[src/inc/wcb_regs.svh]
`ifndef WCB_REGS_SVH
`define WCB_REGS_SVH

// line geometry
`define WCB_LINE_BYTES 64
`define WCB_QW_BYTES 8
`define WCB_QW_LAST_BYTE 3'h7
// closing time for a writethrough merge, in processor clocks
`define WCB_WT_TIMEOUT_CLKS 16
// reset values
`define WCB_VALID_RST 64'h0
`define WCB_STEP_RST 3'h0
`define WCB_TMO_RST 8'h00

`endif
[src/inc/wcb_pkg.sv]
package wcb_pkg;

	typedef enum logic [2:0] {
		writeback_memory_type,
		combining_memory_type,
		writethrough_memory_type,
		uncacheable_memory_type,
		writeprotect_memory_type
	} wcb_mtype_t;

	typedef enum logic [1:0] {
		wcb_sz_byte,
		wcb_sz_word,
		wcb_sz_long,
		wcb_sz_quad
	} wcb_size_t;

	typedef enum logic [1:0] {
		wcb_cmd_quad,
		wcb_cmd_long,
		wcb_cmd_byte
	} wcb_cmd_kind_t;

	typedef enum logic [1:0] {
		wcb_empty,
		wcb_open,
		wcb_drain
	} wcb_state_t;

	// one store from the load/store path
	typedef struct packed {
		logic [31:0] addr;
		wcb_size_t size;
		logic [63:0] data;
		wcb_mtype_t mtype;
	} wcb_store_t;

	// one-cycle events that close the open buffer
	typedef struct packed {
		logic io_access;
		logic serialize;
		logic flush;
		logic lock_start;
		logic tlb_ad_set;
	} wcb_close_evt_t;

	typedef struct packed {
		logic valid;
		logic [31:0] addr;
		wcb_mtype_t mtype;
	} wcb_read_t;

	// masked write command toward the system bus
	typedef struct packed {
		wcb_cmd_kind_t kind;
		logic [31:0] addr;
		logic [7:0] mask;
	} wcb_cmd_t;

	// one step of the encoder walk
	typedef struct packed {
		logic hit;
		logic last;
		wcb_cmd_kind_t kind;
		logic [5:0] offset;
		logic [7:0] mask;
	} wcb_enc_t;

endpackage

[src/core/wcb_encoder.sv]
`timescale 1ns/1ns
module wcb_encoder
	import wcb_pkg::*;
(
	input wire logic [63:0] byte_valid,
	input wire logic [2:0] step,
	output wcb_enc_t enc
);
	logic [7:0] qw_full;
	logic [7:0] qw_any;
	logic [15:0] lw_full;
	logic [15:0] lw_any;
	logic qw_uniform;
	logic lw_uniform;
	logic [7:0] qv;
	logic [7:0] lwm;

	// per-quadword and per-longword fill flags
	genvar g;
	generate
		for (g = 0; g < 8; g++) begin : g_qw
			assign qw_full[g] = &byte_valid[8*g +: 8];
			assign qw_any[g] = |byte_valid[8*g +: 8];
			assign lw_full[2*g] = &byte_valid[8*g +: 4];
			assign lw_any[2*g] = |byte_valid[8*g +: 4];
			assign lw_full[2*g+1] = &byte_valid[8*g+4 +: 4];
			assign lw_any[2*g+1] = |byte_valid[8*g+4 +: 4];
		end
	endgenerate

	assign qw_uniform = &(qw_full | ~qw_any);
	assign lw_uniform = &(lw_full | ~lw_any);
	assign qv = byte_valid[{step, 3'h0} +: 8];
	assign lwm = step[0] ? lw_full[15:8] : lw_full[7:0];

	// choose the encoding and produce the command for this step
	always_comb begin
		enc = '0;
		if (qw_uniform) begin
			enc.hit = (step == 3'h0);
			enc.last = 1'b1;
			enc.kind = wcb_cmd_quad;
			enc.mask = qw_full;
		end else if (lw_uniform) begin
			enc.hit = |lwm;
			enc.last = step[0];
			enc.kind = wcb_cmd_long;
			enc.offset = step[0] ? 6'h20 : 6'h00;
			enc.mask = lwm;
		end else begin
			enc.hit = |qv;
			enc.last = (step == 3'h7);
			enc.offset = {step, 3'h0};
			if (&qv) begin
				enc.kind = wcb_cmd_quad;
				enc.mask = 8'h01;
			end else if (qv == 8'h0F) begin
				enc.kind = wcb_cmd_long;
				enc.mask = 8'h01;
			end else if (qv == 8'hF0) begin
				enc.kind = wcb_cmd_long;
				enc.mask = 8'h02;
			end else begin
				enc.kind = wcb_cmd_byte;
				enc.mask = qv;
			end
		end
	end
endmodule

[src/core/wcb_top.sv]
// Behaviour
// - merge byte to quadword stores within aligned line
// - combining stores merge in any order
// - writethrough merges contiguous ascending within one quadword
// - writethrough closes on gap or byte seven
// - uncacheable and write-protected stores never merge
// - non-writeback store to other line closes
// - one open buffer; closed buffer takes nothing
// - port input or output closes merging
// - serializing instructions close merging
// - cache flush forces the buffer out
// - lock start closes; locked stores still merge
// - uncacheable read closes; combining read on match
// - switching combining and writethrough closes merging
// - all 64 bytes valid closes merging
// - writethrough closes after 16 idle clocks
// - split writethrough store: lower closes on byte seven, upper opens anew
// - accessed or dirty bit update closes merging
// - uniform quadwords give one quadword command
// - uniform longwords give one command per half holding a full longword
// - otherwise walk quadwords issuing per-quadword commands
`timescale 1ns/1ns
`include "wcb_regs.svh"
module wcb_top
	import wcb_pkg::*;
#(
	parameter int WT_TIMEOUT = `WCB_WT_TIMEOUT_CLKS
)
(
	input wire logic clk,
	input wire logic arst_n,
	input wire logic st_valid,
	input wire wcb_store_t st,
	output logic st_ready,
	input wire wcb_close_evt_t close_evt,
	input wire wcb_read_t rd,
	output logic cmd_valid,
	output wcb_cmd_t cmd,
	output logic [511:0] cmd_data,
	input wire logic cmd_ready,
	output logic buf_open
);
	generate
		if (WT_TIMEOUT < 1 || WT_TIMEOUT > 255) begin : g_chk
			$error("wcb_top: WT_TIMEOUT must be 1 to 255");
		end
	endgenerate

	typedef struct packed {
		wcb_state_t state;
		logic [63:0] valid;
		logic [511:0] data;
		logic [25:0] line;
		wcb_mtype_t mtype;
		logic [5:0] next_exp;
		logic [7:0] tmo;
		logic upper_part;
		logic [2:0] step;
		logic done;
		logic cmd_valid;
		wcb_cmd_t cmd;
	} wcb_core_t;

	localparam logic [7:0] TMO_LAST = 8'(WT_TIMEOUT - 1);

	logic [1:0] rst_sync_reg;
	logic rst_n;
	wcb_core_t s_reg;
	wcb_core_t s_next;
	wcb_enc_t enc;

	// reset release through two flops
	always_ff @(posedge clk or negedge arst_n) begin
		if (!arst_n) begin
			rst_sync_reg <= 2'h0;
		end else begin
			rst_sync_reg <= {rst_sync_reg[0], 1'b1};
		end
	end
	assign rst_n = rst_sync_reg[1];

	wcb_encoder u_enc (
		.byte_valid(s_reg.valid),
		.step(s_reg.step),
		.enc(enc)
	);

	// store lanes and data, positioned within a 16-byte window
	logic [3:0] nbytes;
	logic [15:0] lanes16;
	logic [127:0] data128;
	logic straddle;
	logic [31:0] part_addr;
	logic [7:0] part_lanes;
	logic [63:0] part_data;
	logic [25:0] pline;
	logic [5:0] poff;
	logic [3:0] pcount;

	always_comb begin
		nbytes = 4'h1 << st.size;
		lanes16 = 16'((16'h1 << nbytes) - 16'h1) << st.addr[2:0];
		data128 = 128'(st.data) << {st.addr[2:0], 3'h0};
		straddle = |lanes16[15:8];
		part_addr = st.addr;
		part_lanes = lanes16[7:0];
		part_data = data128[63:0];
		if (s_reg.upper_part) begin
			// second half of a store that crosses a quadword
			part_addr = {st.addr[31:3], 3'h0} + 32'h8;
			part_lanes = lanes16[15:8];
			part_data = data128[127:64];
		end
		pline = part_addr[31:6];
		poff = part_addr[5:0];
		pcount = 4'($countones(part_lanes));
	end

	// closing conditions
	logic is_open;
	logic is_wt;
	logic merge_type;
	logic ev_close;
	logic conflict;
	logic [63:0] new_valid;

	always_comb begin
		is_open = (s_reg.state == wcb_open);
		is_wt = (s_reg.mtype == writethrough_memory_type);
		merge_type = (st.mtype == combining_memory_type) ||
			(st.mtype == writethrough_memory_type);
		ev_close = close_evt.io_access
			| close_evt.serialize
			| close_evt.flush
			| close_evt.lock_start
			| close_evt.tlb_ad_set
			| (rd.valid && rd.mtype == uncacheable_memory_type)
			| (rd.valid && rd.mtype == combining_memory_type
				&& rd.addr[31:6] == s_reg.line);
		conflict = (pline != s_reg.line)
			|| (st.mtype != s_reg.mtype)
			|| !merge_type
			|| (is_wt && poff != s_reg.next_exp);
		new_valid = s_reg.valid
			| (64'(part_lanes) << {part_addr[5:3], 3'h0});
	end

	// next-state logic
	always_comb begin
		s_next = s_reg;
		st_ready = 1'b0;
		case (s_reg.state)
			wcb_empty, wcb_open: begin
				if (is_open && ev_close) begin
					s_next.state = wcb_drain;
				end else if (st_valid &&
					st.mtype == writeback_memory_type) begin
					st_ready = 1'b1;
				end else if (st_valid && is_open && conflict) begin
					s_next.state = wcb_drain;
				end else if (st_valid) begin
					// merge this part into the buffer
					s_next.valid = new_valid;
					for (int b = 0; b < 64; b++) begin
						if (b / 8 == int'(part_addr[5:3]) &&
							part_lanes[b % 8]) begin
							s_next.data[8*b +: 8] =
								part_data[8*(b % 8) +: 8];
						end
					end
					s_next.line = pline;
					s_next.mtype = st.mtype;
					s_next.next_exp = 6'(poff + 6'(pcount));
					s_next.tmo = `WCB_TMO_RST;
					s_next.state = wcb_open;
					if (straddle && !s_reg.upper_part) begin
						s_next.upper_part = 1'b1;
					end else begin
						s_next.upper_part = 1'b0;
						st_ready = 1'b1;
					end
					if (!merge_type) begin
						s_next.state = wcb_drain;
					end
					if (st.mtype == writethrough_memory_type &&
						part_lanes[`WCB_QW_LAST_BYTE]) begin
						s_next.state = wcb_drain;
					end
					if (&new_valid) begin
						s_next.state = wcb_drain;
					end
				end else if (is_open && is_wt) begin
					// idle writethrough merge ages out
					if (s_reg.tmo >= TMO_LAST) begin
						s_next.state = wcb_drain;
					end else begin
						s_next.tmo = s_reg.tmo + 8'h01;
					end
				end
				if (s_next.state == wcb_drain) begin
					s_next.step = `WCB_STEP_RST;
					s_next.done = 1'b0;
				end
			end
			wcb_drain: begin
				if (s_reg.cmd_valid) begin
					if (cmd_ready) begin
						s_next.cmd_valid = 1'b0;
					end
				end else if (s_reg.done) begin
					s_next.valid = `WCB_VALID_RST;
					s_next.tmo = `WCB_TMO_RST;
					s_next.state = wcb_empty;
				end else begin
					if (enc.hit) begin
						s_next.cmd_valid = 1'b1;
						s_next.cmd.kind = enc.kind;
						s_next.cmd.addr = {s_reg.line, enc.offset};
						s_next.cmd.mask = enc.mask;
					end
					if (enc.last) begin
						s_next.done = 1'b1;
					end else begin
						s_next.step = s_reg.step + 3'h1;
					end
				end
			end
			default: begin
				s_next.state = wcb_empty;
			end
		endcase
	end

	// state register
	always_ff @(posedge clk or negedge rst_n) begin
		if (!rst_n) begin
			s_reg <= '0;
		end else begin
			s_reg <= s_next;
		end
	end

	assign cmd_valid = s_reg.cmd_valid;
	assign cmd = s_reg.cmd;
	assign cmd_data = s_reg.data;
	assign buf_open = (s_reg.state == wcb_open);
endmodule

[config.mk]
export PLATFORM = sky130hd
export DESIGN_NAME = wcb_top
export DESIGN_NICKNAME = d
export VERILOG_FILES = /design/src/inc/wcb_pkg.sv /design/src/core/wcb_encoder.sv /design/src/core/wcb_top.sv
export VERILOG_INCLUDE_DIRS = /design/src /design/src/inc
export SDC_FILE = /design/constraint.sdc
export NUM_CORES = 1
export LEC_CHECK = 0
export ABC_AREA = 0
export BUFFER_PORTS_ARGS = -buffer_cell sky130_fd_sc_hd__buf_2
export CORE_MARGIN = 4
export CORE_UTILIZATION = 34
export DETAILED_ROUTE_END_ITERATION = 6
export RECOVER_POWER = 25
export SETUP_SLACK_MARGIN = 0.2
export SLEW_MARGIN = 25
export SYNTH_ARGS = -nofsm -noshare
export SYNTH_HDL_FRONTEND = slang
export SYNTH_HIERARCHICAL = 1
export SYNTH_SLANG_ARGS = --single-unit
[constraint.sdc]
create_clock -name clk -period 31.9 [get_ports clk]
set_input_delay 7.975 -clock clk [delete_from_list [all_inputs] [get_ports clk]]
set_output_delay 7.975 -clock clk [all_outputs]
set_load 0.02 [all_outputs]
==> metrics.md <==
| Metric | Value |
|---|---|
| Status | `finished, violations left` |
| Failing checks | `capacitance limit, slew limit` |
| Max Freq | `just over 50 MHz` |
| Final Critical Period | `19.28 ns` |
| Cells after Synth | `roughly 3200` |
| Worst setup path class | `input pin to output port` |
| I/O pin total | `703` |
| Final setup vio count | `0` |
| Total GRT Usage | `20.6%` |
| Worst slew pin tran | `between 7 and 8 ns` |
| Leak | `20.3 nW` |
| CTS tree | `done` |
| Antenna violations before repair | `40` |
| Largest register FFs | `512` |
| Max_cap viols | `7` |
| Drt initial violations | `between 1500 and 2000` |
| Fraction of layout cells with a size suffix above 1 | `46.7%` |
| Vias in the first global route | `between 20000 and 30000` |
| Unrepaired setup endpoints after global routing | `no` |
| Post-CTS Hold Fix Bufs | `0` |
| Sequential area share after synthesis | `45.3%` |
| Max_slew headroom | `-426%` |
| Layout Nets | `3459` |
| Syn Std Cell Area | `37100 µm²` |
| Root Driver | `clkbuf_16` |
| Worst Path Required | `approximately 24 ns` |
| Post-DRT Antenna Nets | `0` |
| Routed WL per cell | `around 25 µm` |
| Die Wd | `338 µm` |
| Via count | `25200` |
| Primary FF master, synth | `dfrtp_1` |
| CP Data Arrival Time | `11.30 ns` |
| Post-synth EDFFs | `0` |
| Core ar. | `108000 µm²` |
| Clk sinks | `671` |
| Hold Vio Cnt, Final | `0` |
| Chip height | `approximately 340 µm` |
| Largest net degree at the start of global routing | `176` |
| Initial core utilization | `about a third` |
| Worst setup SP type | `input pin` |
| Synth Register Bits | `671` |
| H-tree depth | `3` |
| PD cells | `between 90 and 100 nW/µm²` |
| DIE AREA | `114000 µm²` |
| CTS resizes | `0` |
| Period utilization | `60.4%` |
| Worst vdd ir | `0.0530 mV` |
| First-pass GRT wire length | `~180000 µm` |
| Final HPWL DP | `about 90000 µm` |
| Post-synth ARST share | `between 90% and 100%` |
| Clk pin slew, worst setup/hold paths | `0.06 ns` |
| CTS Buffer Depth | `3` |
| Area delta synth->final | `9.07%` |
| Post-CTS Setup Bufs | `0` |
| Util after Layout | `approximately 38%` |
| Port bufs | `between 600 and 700` |
| CP Capture Type | `output port` |
| Row cnt | `120` |
| Vias/cell | `~5.3` |
| Gr ovfl total | `0` |
| Mean Syn Cell Area | `11.7 µm²` |
| Yosys cell types | `between 90 and 100` |
| Detailed-router iteration count before antenna repair | `5` |
| Placer Congestion | `0.895` |
| Setup tns final | `0 ns` |
| Clk_lat worst skew | `0.64 ns` |
| Final slew viol count | `682` |
| CP max FO | `15` |
| Drc violations | `0` |
| Worst Hold Class | `register to register` |
| TritonCTS buffer count | `77` |
| Setup Skew | `0.0320 ns` |
| Yosys warns | `6` |
| Total Wirelength | `122000 µm` |
==> critical path, cell delays in order <==
cell and delay, ns:
buf_2 0.25, nand4_1 0.22, nor4_4 0.80, nand2_1 0.34, xor2_1 0.24, o2111ai_1 0.36, nor4_4 0.09, a21boi_2 0.52
o32ai_1 0.15, and3_1 0.19, buf_2 0.18
==> logic make-up (layout without fill, tap and decap cells) <==
family          Yosys count  count (layout)  synth area share, %
simple gates            545             545                 8.97
xor+xnor                 87              87                 2.13
flops                   671             671                 45.3
compound gates          421             421                 7.67
other cells               2              30               0.0202
buf+inv                 747             922                 13.7
fa+ha+maj                15              15                0.607
mux                     692             692                 21.6
==> layer usage <==
metal  vias to the layer above  track usage, %  share of wire [%]
met2                       934            35.1                 49
met3                       238            5.08                6.4
met4                        18            7.53                3.7
met1                     12900            25.5                 40
li1                      11100               -                  -
met5                         -               0               0.11
==> layout by cell type, fill, tap and decap left out, drive strengths merged, types with 13 or more instances in the layout <==
| cell type | n |
|---|---|
| nand3 | 51 |
| mux2i | 83 |
| and3 | 36 |
| a22oi | 13 |
| nor3 | 21 |
| o22ai | 55 |
| nor2 | 151 |
| a31oi | 69 |
| mux2 | 593 |
| nor4 | 25 |
| mux4 | 16 |
| xor2 | 45 |
| o22a | 17 |
| o21ai | 41 |
| inv | 30 |
| clkinv | 15 |
| buf | 749 |
| nand4 | 48 |
| nor2b | 37 |
| and2 | 18 |
| diode | 26 |
| a22o | 32 |
| a21oi | 94 |
| xnor2 | 40 |
| or4 | 23 |
| clkbuf | 118 |
| nand2 | 70 |
| dfrtp | 671 |
==> worst paths after layout <==
check	startpoint	end	slack [ns]	cells after the start
max	st[74]	st_ready	12.62	11
min	rst_sync_reg[0]	rst_sync_reg[1]	0.33	0
max reg2reg	rst_sync_reg[1]	cmd_data[349]	15.65	3
min reg2reg	rst_sync_reg[0]	rst_sync_reg[1]	0.33	0
max in group asynchronous	rst_sync_reg[1]	cmd_data[349]	15.65	3
min in group asynchronous	rst_sync_reg[1]	cmd_data[265]	1.06	0
==> Yosys cell counts (9+ instances only) <==
| cell | count | share of area [%] |
|---|---|---|
| dfrtp_1 | 671 | 45 |
| nor4_1 | 17 | 0.29 |
| and4_1 | 9 | 0.21 |
| a22oi_1 | 12 | 0.24 |
| inv_1 | 27 | 0.27 |
| or4_1 | 23 | 0.47 |
| nand3_1 | 25 | 0.34 |
| ha_1 | 10 | 0.34 |
| mux2_4 | 36 | 1.5 |
| a21oi_1 | 94 | 1.3 |
| xor2_1 | 45 | 1.1 |
| o22ai_1 | 55 | 0.93 |
| a21o_1 | 12 | 0.24 |
| nand2_1 | 60 | 0.61 |
| mux2_2 | 557 | 17 |
| a31oi_1 | 69 | 1.2 |
| xnor2_1 | 40 | 0.94 |
| mux2i_1 | 83 | 2.2 |
| and3_1 | 36 | 0.61 |
| buf_4 | 581 | 12 |
| buf_2 | 24 | 0.32 |
| o22a_1 | 17 | 0.40 |
| and2_1 | 17 | 0.29 |
| o21ai_0 | 41 | 0.55 |
| nand2b_1 | 12 | 0.20 |
| nand2_2 | 10 | 0.17 |
| buf_1 | 21 | 0.21 |
| nand3_4 | 21 | 0.99 |
| mux4_2 | 13 | 0.79 |
| nor2b_1 | 37 | 0.62 |
| clkbuf_1 | 84 | 0.85 |
| nor3_1 | 17 | 0.23 |
| nand4_1 | 45 | 0.76 |
| or2_2 | 10 | 0.17 |
| a22o_1 | 32 | 0.76 |
| nor2_1 | 151 | 1.5 |
==> area by class of cell <==
type | instances | area [µm²]
sequential | 671 | 16800
multi-input combinational | 1764 | 15300
tap | 1403 | 1760
clock buffer | 112 | 2230
fill | 10500 | 67200
inverter | 29 | 109
clock inverter | 26 | 283
timing repair buffer | 755 | 3910
antenna | 26 | 65.1
==> where the power goes <==
part           internal [mW]  leakage [nW]  switching [mW]
clock                  0.518          1.22           0.365
sequential              1.13          9.00           0.214
combinational          0.601          10.1           0.990
total                   2.25          20.3            1.57
==> through the flow <==
| stage | std cells | power, mW | area [µm²] | setup slack (ns) | hold WS (ns) |
|---|---|---|---|---|---|
| 6_report | 4786 | 3.82 | 40500 | 12.62 | 0.334 |
| 5_1_grt | 4770 | 4.02 | 40400 | 12.37 | 0.346 |
| 4_1_cts | 4759 | 3.86 | 40400 | 12.61 | 0.333 |
| 3_5_place_dp | 4621 | 2.96 | 37900 | 12.61 | 0.338 |
| 3_3_place_gp | 4619 | 2.93 | 37900 | 12.64 | 0.335 |
| 2_1_floorplan | 3182 | 2.67 | 37100 | 11.81 | 0.331 |
(Power assumes the default switching activity.)
